`config.mk`:
```
export PLATFORM = sky130hd
export DESIGN_NAME = pocc_ctrl
export DESIGN_NICKNAME = d
export VERILOG_FILES = /design/src/pocc_pkg.sv /design/src/pocc_ctrl.sv /design/src/pocc_degrade.sv
export SDC_FILE = /design/constraint.sdc
export NUM_CORES = 1
export LEC_CHECK = 0
export BUFFER_PORTS_ARGS = -buffer_cell sky130_fd_sc_hd__buf_4
export CAP_MARGIN = 10
export CORE_MARGIN = 2
export CORE_UTILIZATION = 55
export CTS_BUF_LIST = sky130_fd_sc_hd__clkbuf_8 sky130_fd_sc_hd__clkbuf_16
export CTS_CLUSTER_DIAMETER = 200
export DETAILED_ROUTE_END_ITERATION = 6
export PLACE_DENSITY = 0.78
export SLEW_MARGIN = 20
export SYNTH_ARGS = -nofsm -noshare
export SYNTH_HDL_FRONTEND = slang
export SYNTH_HIERARCHICAL = 1
export SYNTH_SLANG_ARGS = --single-unit
```
`constraint.sdc`:
```
create_clock -name ref_clk_in -period 3.7 [get_ports ref_clk_in]
set_input_delay 0.555 -clock ref_clk_in [delete_from_list [all_inputs] [get_ports ref_clk_in]]
set_output_delay 0.555 -clock ref_clk_in [all_outputs]
set_load 0.05 [all_outputs]
```
`src/pocc_pkg.sv`:
```
// package for the protocol operation control command block
package pocc_pkg;
    localparam int CMD_W = 4;
    typedef enum logic [3:0] {
        CMD_NONE = 4'h0, CMD_ALL_SLOTS = 4'h1, CMD_ALLOW_COLDSTART = 4'h2,
        CMD_CLEAR_DEFERRED = 4'h3, CMD_CONFIG = 4'h4,
        CMD_CONFIG_COMPLETE = 4'h5, CMD_DEFAULT_CONFIG = 4'h6,
        CMD_RUN = 4'h7, CMD_WAKEUP = 4'h8, CMD_FREEZE = 4'h9,
        CMD_IMMEDIATE_READY = 4'ha, CMD_DEFERRED_READY = 4'hb,
        CMD_DEFERRED_HALT = 4'hc
    } pocc_cmd_e;
    // detailed control state
    typedef enum logic [3:0] {
        ST_DEFAULT_CONFIG = 4'h0, ST_CONFIG = 4'h1, ST_READY = 4'h2,
        ST_HALT = 4'h3, ST_WAKE_LISTEN = 4'h4, ST_WAKE_SEND = 4'h5,
        ST_WAKE_DETECT = 4'h6, ST_STARTUP = 4'h7, ST_CS_COLLISION = 4'h8,
        ST_CS_CONSIST = 4'h9, ST_CS_JOIN = 4'ha, ST_NORMAL_ACTIVE = 4'hb,
        ST_NORMAL_PASSIVE = 4'hc
    } pocc_state_e;
    // reported state encoding
    typedef enum logic [2:0] {
        RP_CONFIG = 3'h0, RP_DEFAULT_CONFIG = 3'h1, RP_HALT = 3'h2,
        RP_NORMAL_ACTIVE = 3'h3, RP_NORMAL_PASSIVE = 3'h4, RP_READY = 3'h5,
        RP_STARTUP = 3'h6, RP_WAKEUP = 3'h7
    } pocc_rstate_e;
    typedef enum logic [1:0] {
        SM_KEYSLOT = 2'h0, SM_ALL_PENDING = 2'h1, SM_ALL = 2'h2
    } pocc_slot_e;
    typedef struct packed {
        logic [2:0] state;
        logic freeze;
        logic halt_req;
        logic ready_req;
        logic [1:0] slot_mode;
        logic coldstart_allowed;
    } pocc_status_s;
    // protocol events from the core mechanisms
    typedef struct packed {
        logic cycle_end;
        logic wake_pattern_done;
        logic wake_collision;
        logic header_or_cas;
        logic startup_done;
        logic wake_done;
        logic fatal_fsp;
        logic self_test_err;
    } pocc_event_s;
    localparam logic [2:0] RST_STATE = 3'h1;
    localparam logic [1:0] RST_SLOT = 2'h0;
    localparam logic RST_FLAG = 1'b0;
    localparam logic [3:0] RST_POC_STATE = 4'h0;
    localparam int DEG_CNT_W = 4;
endpackage : pocc_pkg

```
`src/pocc_ctrl.sv`:
```
// protocol operation control: command filter, deferred requests, halting
`timescale 1ns/10ps
`default_nettype none
module pocc_ctrl #(
    parameter int CNT_W = pocc_pkg::DEG_CNT_W
) (
    input wire logic ref_clk_in,
    input wire logic resetn_in,
    input wire logic clk_en_in,
    input wire logic cmd_valid_in,
    input wire logic [pocc_pkg::CMD_W-1:0] cmd_in,
    input wire pocc_pkg::pocc_event_s evt_in,
    input wire logic self_test_err_in,
    input wire logic sync_err_in,
    input wire logic severe_err_in,
    input wire logic [CNT_W-1:0] passive_limit_in,
    input wire logic [CNT_W-1:0] halt_limit_in,
    input wire logic [CNT_W-1:0] recover_limit_in,
    output pocc_pkg::pocc_status_s status_out,
    output logic [3:0] poc_state_out,
    output logic tx_enable_out,
    output logic rx_enable_out,
    output logic core_start_out,
    output logic core_stop_out,
    output logic mode_change_out
);
    pocc_pkg::pocc_state_e st_q, st_d;
    pocc_pkg::pocc_cmd_e cmd;
    pocc_pkg::pocc_event_s ev;
    logic st_sync_q;
    logic halt_req_q, ready_req_q, freeze_q, cs_allow_q;
    logic [1:0] slot_q;
    logic running_q;
    logic to_passive, to_active, to_halt;
    logic is_cfg, defer_cyc, defer_wake, release_def;
    logic is_wake, in_normal;
    logic acc_allow_cs, acc_clear, acc_imm_ready, acc_def_imm;
    logic acc_dhalt_imm, fatal;
    logic do_ready, do_halt;

    // only the asynchronous self-test line is synchronised
    always_ff @(posedge ref_clk_in or negedge resetn_in) begin
        if (!resetn_in) begin
            st_sync_q <= 1'b0;
            ev <= '0;
        end else if (clk_en_in) begin
            st_sync_q <= self_test_err_in;
            ev <= evt_in;
            ev.self_test_err <= st_sync_q;
        end
    end

    assign cmd = cmd_valid_in ? pocc_pkg::pocc_cmd_e'(cmd_in)
                              : pocc_pkg::CMD_NONE;
    assign is_cfg = (st_q == pocc_pkg::ST_DEFAULT_CONFIG) ||
                    (st_q == pocc_pkg::ST_CONFIG);
    assign is_wake = (st_q == pocc_pkg::ST_WAKE_LISTEN) ||
                     (st_q == pocc_pkg::ST_WAKE_SEND) ||
                     (st_q == pocc_pkg::ST_WAKE_DETECT);
    assign in_normal = (st_q == pocc_pkg::ST_NORMAL_ACTIVE) ||
                       (st_q == pocc_pkg::ST_NORMAL_PASSIVE);
    assign defer_cyc = in_normal || (st_q == pocc_pkg::ST_CS_COLLISION) ||
                       (st_q == pocc_pkg::ST_CS_CONSIST) ||
                       (st_q == pocc_pkg::ST_CS_JOIN);
    assign defer_wake = (st_q == pocc_pkg::ST_WAKE_SEND);
    assign acc_allow_cs = !is_cfg && !is_wake &&
                          (st_q != pocc_pkg::ST_HALT);
    assign acc_clear = !is_cfg && (st_q != pocc_pkg::ST_READY) &&
                       (st_q != pocc_pkg::ST_HALT);
    assign acc_imm_ready = acc_clear;
    assign acc_def_imm = acc_clear && !defer_cyc && !defer_wake;
    assign acc_dhalt_imm = (st_q != pocc_pkg::ST_HALT) && !defer_cyc &&
                           !defer_wake;
    assign fatal = ev.self_test_err || ev.fatal_fsp ||
                   (cmd == pocc_pkg::CMD_FREEZE);

    always_comb begin
        release_def = 1'b0;
        if (defer_cyc && ev.cycle_end) begin
            release_def = 1'b1;
        end
        if (defer_wake && (ev.wake_pattern_done || ev.wake_collision)) begin
            release_def = 1'b1;
        end
        if (st_q == pocc_pkg::ST_CS_COLLISION && ev.header_or_cas) begin
            release_def = 1'b1;
        end
    end

    // a request arriving with its release still executes
    assign do_halt = (cmd == pocc_pkg::CMD_DEFERRED_HALT && acc_dhalt_imm) ||
                     (release_def && (halt_req_q ||
                     (cmd == pocc_pkg::CMD_DEFERRED_HALT &&
                      (defer_cyc || defer_wake))));
    assign do_ready = (cmd == pocc_pkg::CMD_IMMEDIATE_READY && acc_imm_ready) ||
                      (cmd == pocc_pkg::CMD_DEFERRED_READY && acc_def_imm) ||
                      (release_def && (ready_req_q ||
                      (cmd == pocc_pkg::CMD_DEFERRED_READY &&
                       (defer_cyc || defer_wake))));

    pocc_degrade #(
        .CNT_W(CNT_W)
    ) u_degrade (
        .ref_clk_in(ref_clk_in),
        .resetn_in(resetn_in),
        .clk_en_in(clk_en_in),
        .enable_in(in_normal),
        .passive_in(st_q == pocc_pkg::ST_NORMAL_PASSIVE),
        .cycle_end_in(ev.cycle_end),
        .sync_err_in(sync_err_in),
        .severe_err_in(severe_err_in),
        .passive_limit_in(passive_limit_in),
        .halt_limit_in(halt_limit_in),
        .recover_limit_in(recover_limit_in),
        .to_passive_out(to_passive),
        .to_active_out(to_active),
        .to_halt_out(to_halt)
    );

    // next state; unlisted commands fall through unchanged
    always_comb begin
        st_d = st_q;
        if (fatal) begin
            st_d = pocc_pkg::ST_HALT;
        end else if (do_halt || (in_normal && to_halt)) begin
            st_d = pocc_pkg::ST_HALT;
        end else if (do_ready) begin
            st_d = pocc_pkg::ST_READY;
        end else begin
            case (st_q)
                pocc_pkg::ST_DEFAULT_CONFIG: begin
                    if (cmd == pocc_pkg::CMD_CONFIG) st_d = pocc_pkg::ST_CONFIG;
                end
                pocc_pkg::ST_CONFIG: begin
                    if (cmd == pocc_pkg::CMD_CONFIG_COMPLETE) begin
                        st_d = pocc_pkg::ST_READY;
                    end
                end
                pocc_pkg::ST_READY: begin
                    if (cmd == pocc_pkg::CMD_CONFIG) st_d = pocc_pkg::ST_CONFIG;
                    else if (cmd == pocc_pkg::CMD_RUN) begin
                        st_d = pocc_pkg::ST_STARTUP;
                    end else if (cmd == pocc_pkg::CMD_WAKEUP) begin
                        st_d = pocc_pkg::ST_WAKE_LISTEN;
                    end
                end
                pocc_pkg::ST_HALT: begin
                    if (cmd == pocc_pkg::CMD_DEFAULT_CONFIG) begin
                        st_d = pocc_pkg::ST_DEFAULT_CONFIG;
                    end
                end
                pocc_pkg::ST_WAKE_LISTEN, pocc_pkg::ST_WAKE_SEND,
                pocc_pkg::ST_WAKE_DETECT: begin
                    if (ev.wake_done) st_d = pocc_pkg::ST_READY;
                end
                pocc_pkg::ST_STARTUP, pocc_pkg::ST_CS_COLLISION,
                pocc_pkg::ST_CS_CONSIST, pocc_pkg::ST_CS_JOIN: begin
                    if (ev.startup_done) st_d = pocc_pkg::ST_NORMAL_ACTIVE;
                end
                pocc_pkg::ST_NORMAL_ACTIVE: begin
                    if (to_passive) st_d = pocc_pkg::ST_NORMAL_PASSIVE;
                end
                pocc_pkg::ST_NORMAL_PASSIVE: begin
                    if (to_active) st_d = pocc_pkg::ST_NORMAL_ACTIVE;
                end
                default: st_d = pocc_pkg::ST_HALT;
            endcase
        end
    end

    always_ff @(posedge ref_clk_in or negedge resetn_in) begin
        if (!resetn_in) begin
            st_q <= pocc_pkg::pocc_state_e'(pocc_pkg::RST_POC_STATE);
        end else if (clk_en_in) begin
            st_q <= st_d;
        end
    end

    // pending deferred requests; a new request wins over clear-deferred
    always_ff @(posedge ref_clk_in or negedge resetn_in) begin
        if (!resetn_in) begin
            halt_req_q <= pocc_pkg::RST_FLAG;
            ready_req_q <= pocc_pkg::RST_FLAG;
        end else if (clk_en_in) begin
            if (st_d != st_q || release_def ||
                (cmd == pocc_pkg::CMD_CLEAR_DEFERRED && acc_clear)) begin
                halt_req_q <= 1'b0;
                ready_req_q <= 1'b0;
            end
            if (!fatal && !to_halt && !release_def &&
                (defer_cyc || defer_wake)) begin
                if (cmd == pocc_pkg::CMD_DEFERRED_HALT) halt_req_q <= 1'b1;
                if (cmd == pocc_pkg::CMD_DEFERRED_READY) ready_req_q <= 1'b1;
            end
        end
    end

    // freeze flag, slot mode and coldstart permission
    always_ff @(posedge ref_clk_in or negedge resetn_in) begin
        if (!resetn_in) begin
            freeze_q <= pocc_pkg::RST_FLAG;
            slot_q <= pocc_pkg::RST_SLOT;
            cs_allow_q <= pocc_pkg::RST_FLAG;
        end else if (clk_en_in) begin
            if (fatal) freeze_q <= 1'b1;
            else if (st_d == pocc_pkg::ST_DEFAULT_CONFIG) freeze_q <= 1'b0;
            if (st_d == pocc_pkg::ST_READY || st_d == pocc_pkg::ST_HALT ||
                is_cfg) begin
                slot_q <= pocc_pkg::SM_KEYSLOT;
            end else if (cmd == pocc_pkg::CMD_ALL_SLOTS && in_normal) begin
                slot_q <= pocc_pkg::SM_ALL_PENDING;
            end else if (slot_q == pocc_pkg::SM_ALL_PENDING && ev.cycle_end) begin
                slot_q <= pocc_pkg::SM_ALL;
            end
            if (cmd == pocc_pkg::CMD_ALLOW_COLDSTART && acc_allow_cs) begin
                cs_allow_q <= 1'b1;
            end else if (st_d == pocc_pkg::ST_READY ||
                         st_d == pocc_pkg::ST_HALT) begin
                cs_allow_q <= 1'b0;
            end
        end
    end

    function automatic logic [2:0] report(input pocc_pkg::pocc_state_e s);
        case (s)
            pocc_pkg::ST_DEFAULT_CONFIG: report = pocc_pkg::RP_DEFAULT_CONFIG;
            pocc_pkg::ST_CONFIG: report = pocc_pkg::RP_CONFIG;
            pocc_pkg::ST_READY: report = pocc_pkg::RP_READY;
            pocc_pkg::ST_HALT: report = pocc_pkg::RP_HALT;
            pocc_pkg::ST_NORMAL_ACTIVE: report = pocc_pkg::RP_NORMAL_ACTIVE;
            pocc_pkg::ST_NORMAL_PASSIVE: report = pocc_pkg::RP_NORMAL_PASSIVE;
            pocc_pkg::ST_WAKE_LISTEN, pocc_pkg::ST_WAKE_SEND,
            pocc_pkg::ST_WAKE_DETECT: report = pocc_pkg::RP_WAKEUP;
            default: report = pocc_pkg::RP_STARTUP;
        endcase
    endfunction : report

    // registered outputs taken from next-state values, except core_start_out, which pulses only in the first enabled cycle after reset
    always_ff @(posedge ref_clk_in or negedge resetn_in) begin
        if (!resetn_in) begin
            poc_state_out <= pocc_pkg::RST_POC_STATE;
            tx_enable_out <= 1'b0;
            rx_enable_out <= 1'b0;
            core_start_out <= 1'b0;
            core_stop_out <= 1'b0;
            mode_change_out <= 1'b0;
            running_q <= 1'b0;
        end else if (clk_en_in) begin
            poc_state_out <= st_d;
            tx_enable_out <= (st_d == pocc_pkg::ST_NORMAL_ACTIVE);
            rx_enable_out <= (st_d == pocc_pkg::ST_NORMAL_ACTIVE) ||
                             (st_d == pocc_pkg::ST_NORMAL_PASSIVE);
            core_start_out <= !running_q;
            running_q <= 1'b1;
            core_stop_out <= (st_d == pocc_pkg::ST_HALT) &&
                             (st_q != pocc_pkg::ST_HALT);
            mode_change_out <= (in_normal || st_q == pocc_pkg::ST_HALT) &&
                               (st_d != st_q);
        end
    end

    always_ff @(posedge ref_clk_in or negedge resetn_in) begin
        if (!resetn_in) begin
            status_out <= '0;
            status_out.state <= pocc_pkg::RST_STATE;
        end else if (clk_en_in) begin
            status_out.state <= report(st_d);
            status_out.freeze <= freeze_q;
            status_out.halt_req <= halt_req_q;
            status_out.ready_req <= ready_req_q;
            status_out.slot_mode <= slot_q;
            status_out.coldstart_allowed <= cs_allow_q;
        end
    end

    property p_freeze_halts;
        @(posedge ref_clk_in) disable iff (!resetn_in)
        (clk_en_in && cmd_valid_in && cmd_in == pocc_pkg::CMD_FREEZE)
        |=> st_q == pocc_pkg::ST_HALT;
    endproperty
    a_freeze_halts: assert property (p_freeze_halts)
        else $error("freeze did not halt");

    property p_run_only_ready;
        @(posedge ref_clk_in) disable iff (!resetn_in)
        (clk_en_in && st_q != pocc_pkg::ST_STARTUP && st_d == pocc_pkg::ST_STARTUP)
        |-> st_q == pocc_pkg::ST_READY;
    endproperty
    a_run_only_ready: assert property (p_run_only_ready)
        else $error("startup entered from a non-ready state");

    property p_tx_passive;
        @(posedge ref_clk_in) disable iff (!resetn_in)
        (clk_en_in && st_d == pocc_pkg::ST_NORMAL_PASSIVE)
        |=> !tx_enable_out && rx_enable_out;
    endproperty
    a_tx_passive: assert property (p_tx_passive)
        else $error("transmission in passive state");

    property p_defer_hold;
        @(posedge ref_clk_in) disable iff (!resetn_in)
        (clk_en_in && defer_cyc && !release_def && !fatal && !to_halt &&
         cmd == pocc_pkg::CMD_DEFERRED_HALT)
        |=> halt_req_q && st_q != pocc_pkg::ST_HALT;
    endproperty
    a_defer_hold: assert property (p_defer_hold)
        else $error("deferred halt not held");

    property p_freeze_flag;
        @(posedge ref_clk_in) disable iff (!resetn_in)
        (clk_en_in && fatal) |=> ##1 status_out.freeze;
    endproperty
    a_freeze_flag: assert property (p_freeze_flag)
        else $error("freeze flag not reported");

    property p_default_cfg;
        @(posedge ref_clk_in) disable iff (!resetn_in)
        (clk_en_in && st_d == pocc_pkg::ST_DEFAULT_CONFIG &&
         st_q != pocc_pkg::ST_DEFAULT_CONFIG) |-> st_q == pocc_pkg::ST_HALT;
    endproperty
    a_default_cfg: assert property (p_default_cfg)
        else $error("default config entered from wrong state");

    property p_stop_on_halt;
        @(posedge ref_clk_in) disable iff (!resetn_in)
        (clk_en_in && st_d == pocc_pkg::ST_HALT && st_q != pocc_pkg::ST_HALT)
        |=> core_stop_out;
    endproperty
    a_stop_on_halt: assert property (p_stop_on_halt)
        else $error("core not stopped on halt");

    property p_config_cmd;
        @(posedge ref_clk_in) disable iff (!resetn_in)
        (clk_en_in && st_d == pocc_pkg::ST_CONFIG && st_q != pocc_pkg::ST_CONFIG)
        |-> cmd == pocc_pkg::CMD_CONFIG;
    endproperty
    a_config_cmd: assert property (p_config_cmd)
        else $error("config entered without command");
endmodule : pocc_ctrl
`default_nettype wire

```
`src/pocc_degrade.sv`:
```
// degradation model: active, passive, halt decision from sync errors
`timescale 1ns/10ps
`default_nettype none
module pocc_degrade #(
    parameter int CNT_W = pocc_pkg::DEG_CNT_W
) (
    input wire logic ref_clk_in,
    input wire logic resetn_in,
    input wire logic clk_en_in,
    input wire logic enable_in,
    input wire logic passive_in,
    input wire logic cycle_end_in,
    input wire logic sync_err_in,
    input wire logic severe_err_in,
    input wire logic [CNT_W-1:0] passive_limit_in,
    input wire logic [CNT_W-1:0] halt_limit_in,
    input wire logic [CNT_W-1:0] recover_limit_in,
    output logic to_passive_out,
    output logic to_active_out,
    output logic to_halt_out
);
    logic [CNT_W-1:0] err_q;
    logic [CNT_W-1:0] ok_q;
    logic eval;
    assign eval = enable_in && cycle_end_in;

    // error and good-cycle counters, evaluated once per cycle end
    always_ff @(posedge ref_clk_in or negedge resetn_in) begin
        if (!resetn_in) begin
            err_q <= '0;
            ok_q <= '0;
        end else if (clk_en_in) begin
            if (!enable_in) begin
                err_q <= '0;
                ok_q <= '0;
            end else if (eval && sync_err_in) begin
                err_q <= (err_q == '1) ? err_q : err_q + 1'b1;
                ok_q <= '0;
            end else if (eval) begin
                ok_q <= (ok_q == '1) ? ok_q : ok_q + 1'b1;
                if (passive_in && ok_q + 1'b1 >= recover_limit_in) begin
                    err_q <= '0;
                end
            end
        end
    end

    // limits are configurable; severe errors halt at once
    always_comb begin
        to_halt_out = 1'b0;
        to_passive_out = 1'b0;
        to_active_out = 1'b0;
        if (enable_in && severe_err_in) begin
            to_halt_out = 1'b1;
        end else if (eval && sync_err_in) begin
            if (passive_in && err_q + 1'b1 >= halt_limit_in) begin
                to_halt_out = 1'b1;
            end else if (!passive_in && err_q + 1'b1 >= passive_limit_in) begin
                to_passive_out = 1'b1;
            end
        end else if (eval && passive_in && ok_q + 1'b1 >= recover_limit_in) begin
            to_active_out = 1'b1;
        end
    end
endmodule : pocc_degrade
`default_nettype wire

```
# Yosys cells after proc, flatten, opt, wreduce, memory -nomap -nowiden
# Memories as Yosys holds them, arrays and structs flattened. A register that Yosys moved wholly into a read port is not among the register bits.
# Cells that the tools add are included.
[word_totals]
regBits = 39
n_memories = 1
rom_bits = 48
elab_cells = 203
inputBits = 31
[memory_table]
columns = ["memory", "depth", "width", "rd", "rd_clocked_by_memory_dff", "wr", "line", "rtl"]
rows = [
  ["(name not given)", 16, 3, 1, 1, 0, "pocc_ctrl.sv:225", "case (s)"],
]
[op_classes]
eq_ne = 38
magnitude_cmp = 3
muxes = 50
n_addsub = 2
reduce_logical = 81
[op_table]
columns = ["operator", "count"]
rows = [
  ["$mux W4", 23],
  ["$eq A4 B4 Y1 const B", 14],
  ["$logic_and A1 B1 Y1", 36],
  ["$eq A4 B3 Y1 const B", 8],
  ["$pmux W4 S8", 1],
  ["$eq A4 B2 Y1 const B", 6],
  ["$logic_or A1 B1 Y1", 23],
  ["$mux W1", 23],
  ["$ge A4 B4 Y1", 3],
  ["$logic_not A1 Y1", 10],
  ["$add A4 B1 Y4 const B", 2],
  ["$eq A4 B1 Y1 const B", 2],
  ["$logic_not A4 Y1", 2],
  ["$ne A4 B2 Y1 const B", 2],
  ["$mux W2", 3],
  ["$ne A3 B1 Y1 const B", 2],
  ["$ne A3 B3 Y1 const B", 2],
  ["$reduce_and A2 Y1", 3],
  ["$ne A4 B4 Y1", 1],
  ["$reduce_and A4 Y1", 1],
  ["$reduce_bool A2 Y1", 2],
  ["$reduce_or A4 Y1", 1],
  ["$reduce_and A3 Y1", 1],
  ["$reduce_bool A3 Y1", 1],
  ["2 further kinds", 2],
]

# Logic depth before layout (Yosys ltp)
[logic_depth]
depth_word = 20
depth_mapped = 15
depth_no_buf = 15

# Hierarchy
# Netlist, hierarchy kept.
[by_module_without_submodules]
columns = ["mod", "cells_each", "instances", "seq_area_each_um2", "area_per_inst_um2"]
rows = [
  ["pocc_ctrl", 228, 1, 852.1, 2137.0],
  ["pocc_degrade", 102, 1, 200.2, 820.8],
]

# Worst setup path after synthesis
# Ideal clock, no wire load.
[synth_timing]
kind = "register to register"
from = "register poc_state_out[3] (netlist name)"
to = "register freeze_q"
t_arrival_ns = 3.290
path_stages_with_launch = 15
setup_ns = 0.137
slack_ns = 0.274
t_required_ns = 3.563
synth_period_minus_slack_ns = 3.426
cell_sequence = "dfrtp_1 nor3b_2 a32o_1 nand3_1 nor3_1 o21ai_0 a21oi_1 nor2b_1 o21ai_0 a21oi_1 nor4b_1 o221ai_2 or2_2 o31ai_1 o21ai_0"
[synth_rtl]
columns = ["element", "line", "rtl"]
rows = [
  ["end signal, assigned", "pocc_ctrl.sv:201", "freeze_q <= pocc_pkg::RST_FLAG;"],
  ["end, declared", "pocc_ctrl.sv:31", "logic halt_req_q, ready_req_q, freeze_q, cs_allow_q;"],
]

# Worst setup path in the final report
[layout_timing]
from = "register u_degrade.ok_q[2]"
to = "register mode_change_out"
[layout_between]
elab_chain_len = 13
[layout_rtl]
columns = ["element", "line", "rtl"]
rows = [
  ["start, declared", "pocc_degrade.sv:23", "logic [CNT_W-1:0] ok_q;"],
  ["start signal, assigned", "pocc_degrade.sv:40", "ok_q <= (ok_q == '1) ? ok_q : ok_q + 1'b1;"],
  ["$add A4 B1 Y4", "pocc_degrade.sv:61", "end else if (eval && passive_in && ok_q + 1'b1 >= recover_limit_in) begin"],
  ["$ge A4 B4 Y1", "pocc_degrade.sv:61", ""],
  ["$logic_and A1 B1 Y1", "pocc_degrade.sv:61", ""],
  ["$mux W1", "pocc_degrade.sv:61", ""],
  ["$mux W1", "pocc_degrade.sv:55", "end else if (eval && sync_err_in) begin"],
  ["$mux W1", "pocc_degrade.sv:53", "if (enable_in && severe_err_in) begin"],
  ["named net to_active", "pocc_ctrl.sv:34", "logic to_passive, to_active, to_halt;"],
  ["$mux W4", "pocc_ctrl.sv:164", "if (to_active) st_d = pocc_pkg::ST_NORMAL_ACTIVE;"],
  ["$pmux W4 S8", "pocc_ctrl.sv:130", "case (st_q)"],
  ["$mux W4", "pocc_ctrl.sv:127", "end else if (do_ready) begin"],
  ["$mux W4", "pocc_ctrl.sv:125", "end else if (do_halt || (in_normal && to_halt)) begin"],
  ["$mux W4", "pocc_ctrl.sv:123", "if (fatal) begin"],
  ["$ne A4 B4 Y1", "pocc_ctrl.sv:258", "(st_d != st_q);"],
  ["$logic_and A1 B1 Y1", "pocc_ctrl.sv:257", "mode_change_out <= (in_normal || st_q == pocc_pkg::ST_HALT) &&"],
  ["end signal, assigned", "pocc_ctrl.sv:257", ""],
  ["end, declared", "pocc_ctrl.sv:25", "output logic mode_change_out"],
]
# The timed path passes the listed nets, and every way through them passes these cells.
# A chain may end at the register's enable or synchronous reset.

==> impl_metrics.json <==
{
  "timing.critical_path.from": "u_degrade/ok_q[2]",
  "data_arrival_at_the_endpoint_of_the_critical_path_ps": 3630,
  "row_count": 26,
  "end_kind": "register",
  "ys_dominant_reg_cell": "sky130_fd_sc_hd__dfrtp_1",
  "comb_power_share_pct": 15.7,
  "final.fill_count": 420,
  "totalPowerFinal_w": 0.00112,
  "grt_max_degree": 44,
  "power.share.clock_pct": 40.1,
  "status": "finished, final reports clean",
  "initial_core_util_pct": 57.5,
  "clock-sinks": 42,
  "clk_pin_slew_ps": 90,
  "worst_pin_slew_ps": 781,
  "area.growth.synth_to_final_pct": 20.1,
  "finalSetupViolations": 0,
  "syn-instance-count": 330,
  "aggregate_global_route_resource_usage_pct": 24.9,
  "gp_congestion": 0.964,
  "timing.critical_path.from_type": "register",
  "synth_largest_area_cell": "sky130_fd_sc_hd__dfrtp_1",
  "timing.slew.headroom_pct": 47.4,
  "multi_input_comb_area_um2": 1770,
  "antenna_found_initial": 0,
  "sequential_cell_area_um2": 1050,
  "sequentialPowerShare_pct": 44.3,
  "timing_worst_setup_path_type": "reg2reg",
  "hold-worst-slack_ps": 226,
  "first_pass_grt_wire_length_um": 12100,
  "vdd.ir_drop.worst_mv": 0.304,
  "tns_ps": 0,
  "yosys_warnings": 6,
  "core_area_um2": 5140,
  "ctsLongestPathBuffers": 2,
  "route.detailed.wl_per_inst_um": 16.1,
  "fmax_mhz": 291,
  "final_layout_size_suffix_gt1_share_pct": 26.0,
  "power.internal_w": 0.000837,
  "critPathRequiredTime_ps": 3890,
  "vias_per_cell": 6.00,
  "synth_fp_nets": 375,
  "cellPowerDensity_nw_per_um2": 315,
  "period_share_pct": 93.0,
  "vias_in_the_first_global_route": 2492,
  "stdcell_count": 447,
  "netSwitchingFraction_pct": 25.2,
  "violation_count_after_the_first_detailed_route_iteration": 282,
  "drt-pass1-iter-count": 5,
  "power.static_leakage_nw": 1.63,
  "synth_top_cell_area_share_pct": 34.7,
  "tritoncts": "built",
  "hold_violations": 0,
  "numPlacedInstances": 438,
  "post_synth_num_cell_types": 65,
  "worst_r2r_startpoint": "u_degrade/ok_q[2]",
  "floorplan.die_area_um2": 5980,
  "die_w_um": 77.3,
  "clk_root_buffer_cell": "sky130_fd_sc_hd__clkbuf_8",
  "cts-buffers-inserted": 5,
  "cap_viol_max_count": 0,
  "synth.top_cells.by_area": "sky130_fd_sc_hd__dfrtp_1 (35%), sky130_fd_sc_hd__mux2_2 (6.1%), sky130_fd_sc_hd__ha_1 (5.9%)",
  "drc": 0,
  "finalNetCount": 421,
  "portBuffers": 47,
  "synth_enable_flop_cells": 0,
  "cts.htree.levels": 2,
  "fin_crit_ps": 3440,
  "mappedNetlistArea_um2": 2960,
  "async_flop_share_pct": 100,
  "worst-path-max-fanout": 5,
  "switching_power_w": 0.000281,
  "antenna_left": 0,
  "grt.overflow.total": 0,
  "vias": 2683,
  "die_h_um": 77.3,
  "n_antenna_cell": 0,
  "clk_latency_ps": 300,
  "hold_path_class": "in2async",
  "design.portCount": 49,
  "report.final.slew_viol_count": 0,
  "dp_hpwl_um": 5240,
  "totalWireLength_um": 7200,
  "clock-skew-final_ps": 9.68,
  "synth_area_per_inst_um2": 8.96,
  "yosysSeqAreaShare_pct": 35.6,
  "synth.ff_latch_count": 42
}
-- power groups by stage --
stage / combinational [W] / sequential, W / clock [W]
after floorplan: 0.0000785 / 0.000527 / 0
after global placement: 0.000170 / 0.000503 / 0
after detailed placement: 0.000173 / 0.000504 / 0
after CTS: 0.000174 / 0.000495 / 0.000457
after global routing: 0.000191 / 0.000498 / 0.000474
final: 0.000175 / 0.000495 / 0.000448
-- registers in the layout (all words and copies together), names as in the netlist, 2 cells and up --
signal           count
u_degrade/err_q      4
poc_state_out        4
status_out           9
ev                   8
slot_q               2
u_degrade/ok_q       4
-- placed cells by master, fill, tap and decap left out, types with 2 or more instances in the layout --
cell                        count
sky130_fd_sc_hd__buf_4         56
sky130_fd_sc_hd__dfrtp_1       40
sky130_fd_sc_hd__o21ai_0       29
sky130_fd_sc_hd__nand2_1       28
sky130_fd_sc_hd__inv_1         20
sky130_fd_sc_hd__a21oi_1       19
sky130_fd_sc_hd__nand3_1       18
sky130_fd_sc_hd__mux2_2        16
sky130_fd_sc_hd__ha_1          14
sky130_fd_sc_hd__nor2_1        12
sky130_fd_sc_hd__nor2b_1        8
sky130_fd_sc_hd__o21ai_1        7
sky130_fd_sc_hd__nor3_1         6
sky130_fd_sc_hd__xnor2_1        6
sky130_fd_sc_hd__clkbuf_8       6
sky130_fd_sc_hd__a211oi_1       5
sky130_fd_sc_hd__and3_1         5
sky130_fd_sc_hd__a31oi_1        5
sky130_fd_sc_hd__and2_1         4
sky130_fd_sc_hd__a32o_1         4
sky130_fd_sc_hd__nand2b_1       4
sky130_fd_sc_hd__o211ai_1       4
sky130_fd_sc_hd__and3b_1        3
sky130_fd_sc_hd__or2_2          3
sky130_fd_sc_hd__a32oi_1        3
sky130_fd_sc_hd__a41oi_1        3
sky130_fd_sc_hd__nor3b_2        2
sky130_fd_sc_hd__o211ai_2       2
sky130_fd_sc_hd__nor4b_1        2
sky130_fd_sc_hd__nor3b_1        2
sky130_fd_sc_hd__mux2i_1        2
sky130_fd_sc_hd__o2bb2ai_1      2
sky130_fd_sc_hd__a21o_1         2
sky130_fd_sc_hd__bufinv_16      2
sky130_fd_sc_hd__xor2_1         2
-- cell usage after synthesis (2+ instances only) --
master,count
sky130_fd_sc_hd__dfrtp_1,41
sky130_fd_sc_hd__ha_1,14
sky130_fd_sc_hd__clkbuf_1,6
sky130_fd_sc_hd__xnor2_1,6
sky130_fd_sc_hd__nand2b_1,4
sky130_fd_sc_hd__buf_2,9
sky130_fd_sc_hd__a32o_1,4
sky130_fd_sc_hd__and2_1,4
sky130_fd_sc_hd__nor4_1,2
sky130_fd_sc_hd__a21o_1,2
sky130_fd_sc_hd__o2bb2ai_1,2
sky130_fd_sc_hd__a32oi_1,3
sky130_fd_sc_hd__nor2_1,12
sky130_fd_sc_hd__o211ai_1,4
sky130_fd_sc_hd__mux2_2,16
sky130_fd_sc_hd__a21oi_1,19
sky130_fd_sc_hd__nor3_1,6
sky130_fd_sc_hd__nand3_1,18
sky130_fd_sc_hd__xor2_1,2
sky130_fd_sc_hd__a31oi_1,5
sky130_fd_sc_hd__and3b_1,3
sky130_fd_sc_hd__nor3b_1,3
sky130_fd_sc_hd__or2_2,3
sky130_fd_sc_hd__a41oi_1,3
sky130_fd_sc_hd__mux2i_1,2
sky130_fd_sc_hd__inv_1,20
sky130_fd_sc_hd__o211ai_2,2
sky130_fd_sc_hd__nand2_1,28
sky130_fd_sc_hd__a211oi_1,5
sky130_fd_sc_hd__nor4b_1,2
sky130_fd_sc_hd__and3_1,5
sky130_fd_sc_hd__o21ai_1,7
sky130_fd_sc_hd__nor2b_1,8
sky130_fd_sc_hd__o21ai_0,29
-- kinds of logic (layout without fill, tap and decap cells) --
logic type                 Yosys count  in the layout  synth area share (%)
adders and majority gates           14             14                  5.92
xor gates and xnor gates             9              9                  2.92
DFF                                 42             42                  35.6
muxes                               18             18                  6.77
and+or+nand+nor                    110            110                  21.3
AOI/OAI and AO/OA                  100            100                  22.3
buffers and inverters               37             84                  5.20
-- stage by stage --
stage | instance area [um2] | util [%] | worst slack, ps
after floorplan | 2960 | - | 274
after global placement | 3380 | 65.7 | 297
after detailed placement | 3380 | 65.7 | 231
after CTS | 3520 | 68.5 | 215
after global routing | 3550 | 69.1 | -16.5
final | 3550 | 69.1 | 260
-- what timing repair did --
action	in CTS	in global routing
buffers inserted	0	1
hold buffers	0	0
resized for setup	0	4
endpoints found under the hold margin	0	0
setup endpoints to repair	0	7
-- area by class of cell --
type,instances,share of cell area [%]
Clock buffer,6,2.33
Clock inverter,2,1.69
Inverter,20,2.11
Multi-Input combinational cell,251,49.9
Sequential cell,42,29.7
Tap cell,70,2.47
Timing Repair Buffer,56,11.8
-- worst paths after layout --
kind / to / slack, ps / depth (start not counted)
setup / recovery: mode_change_out / 260 / 15
hold / removal: u_degrade/err_q[2] / 230 / 1
setup reg to reg: mode_change_out / 260 / 15
hold reg to reg: core_start_out / 470 / 1
max in group asynchronous: poc_state_out[0] / 3080 / 1
min in group ref_clk_in: core_start_out / 470 / 1
-- critical path: stages (launching register included) --
cell	delay (ps)
sky130_fd_sc_hd__dfrtp_1	430
sky130_fd_sc_hd__nand3_1	110
sky130_fd_sc_hd__xnor2_1	250
sky130_fd_sc_hd__ha_1	300
sky130_fd_sc_hd__a21oi_1	170
sky130_fd_sc_hd__o21ai_0	130
sky130_fd_sc_hd__nand2_1	130
sky130_fd_sc_hd__nor4_2	60
sky130_fd_sc_hd__or3b_2	430
sky130_fd_sc_hd__a21oi_1	140
sky130_fd_sc_hd__o21ai_0	120
sky130_fd_sc_hd__a31oi_1	240
sky130_fd_sc_hd__nor2b_1	240
sky130_fd_sc_hd__xnor2_1	170
sky130_fd_sc_hd__a41oi_1	130
sky130_fd_sc_hd__mux2_2	290
-- metal layers --
| metal | up-vias | wire length, um | part of all wire (%) | global-route usage (%) |
|---|---|---|---|---|
| li1 | 1308 | - | - | - |
| met1 | 1284 | 3590 | 50 | 38.0 |
| met2 | 87 | 3220 | 45 | 37.5 |
| met3 | 4 | 340 | 4.7 | 3.84 |
| met4 | 0 | 42 | 0.58 | 5.36 |
| met5 | - | 0 | 0 | 0 |
Note: power is estimated with default switching activity, not from simulation.
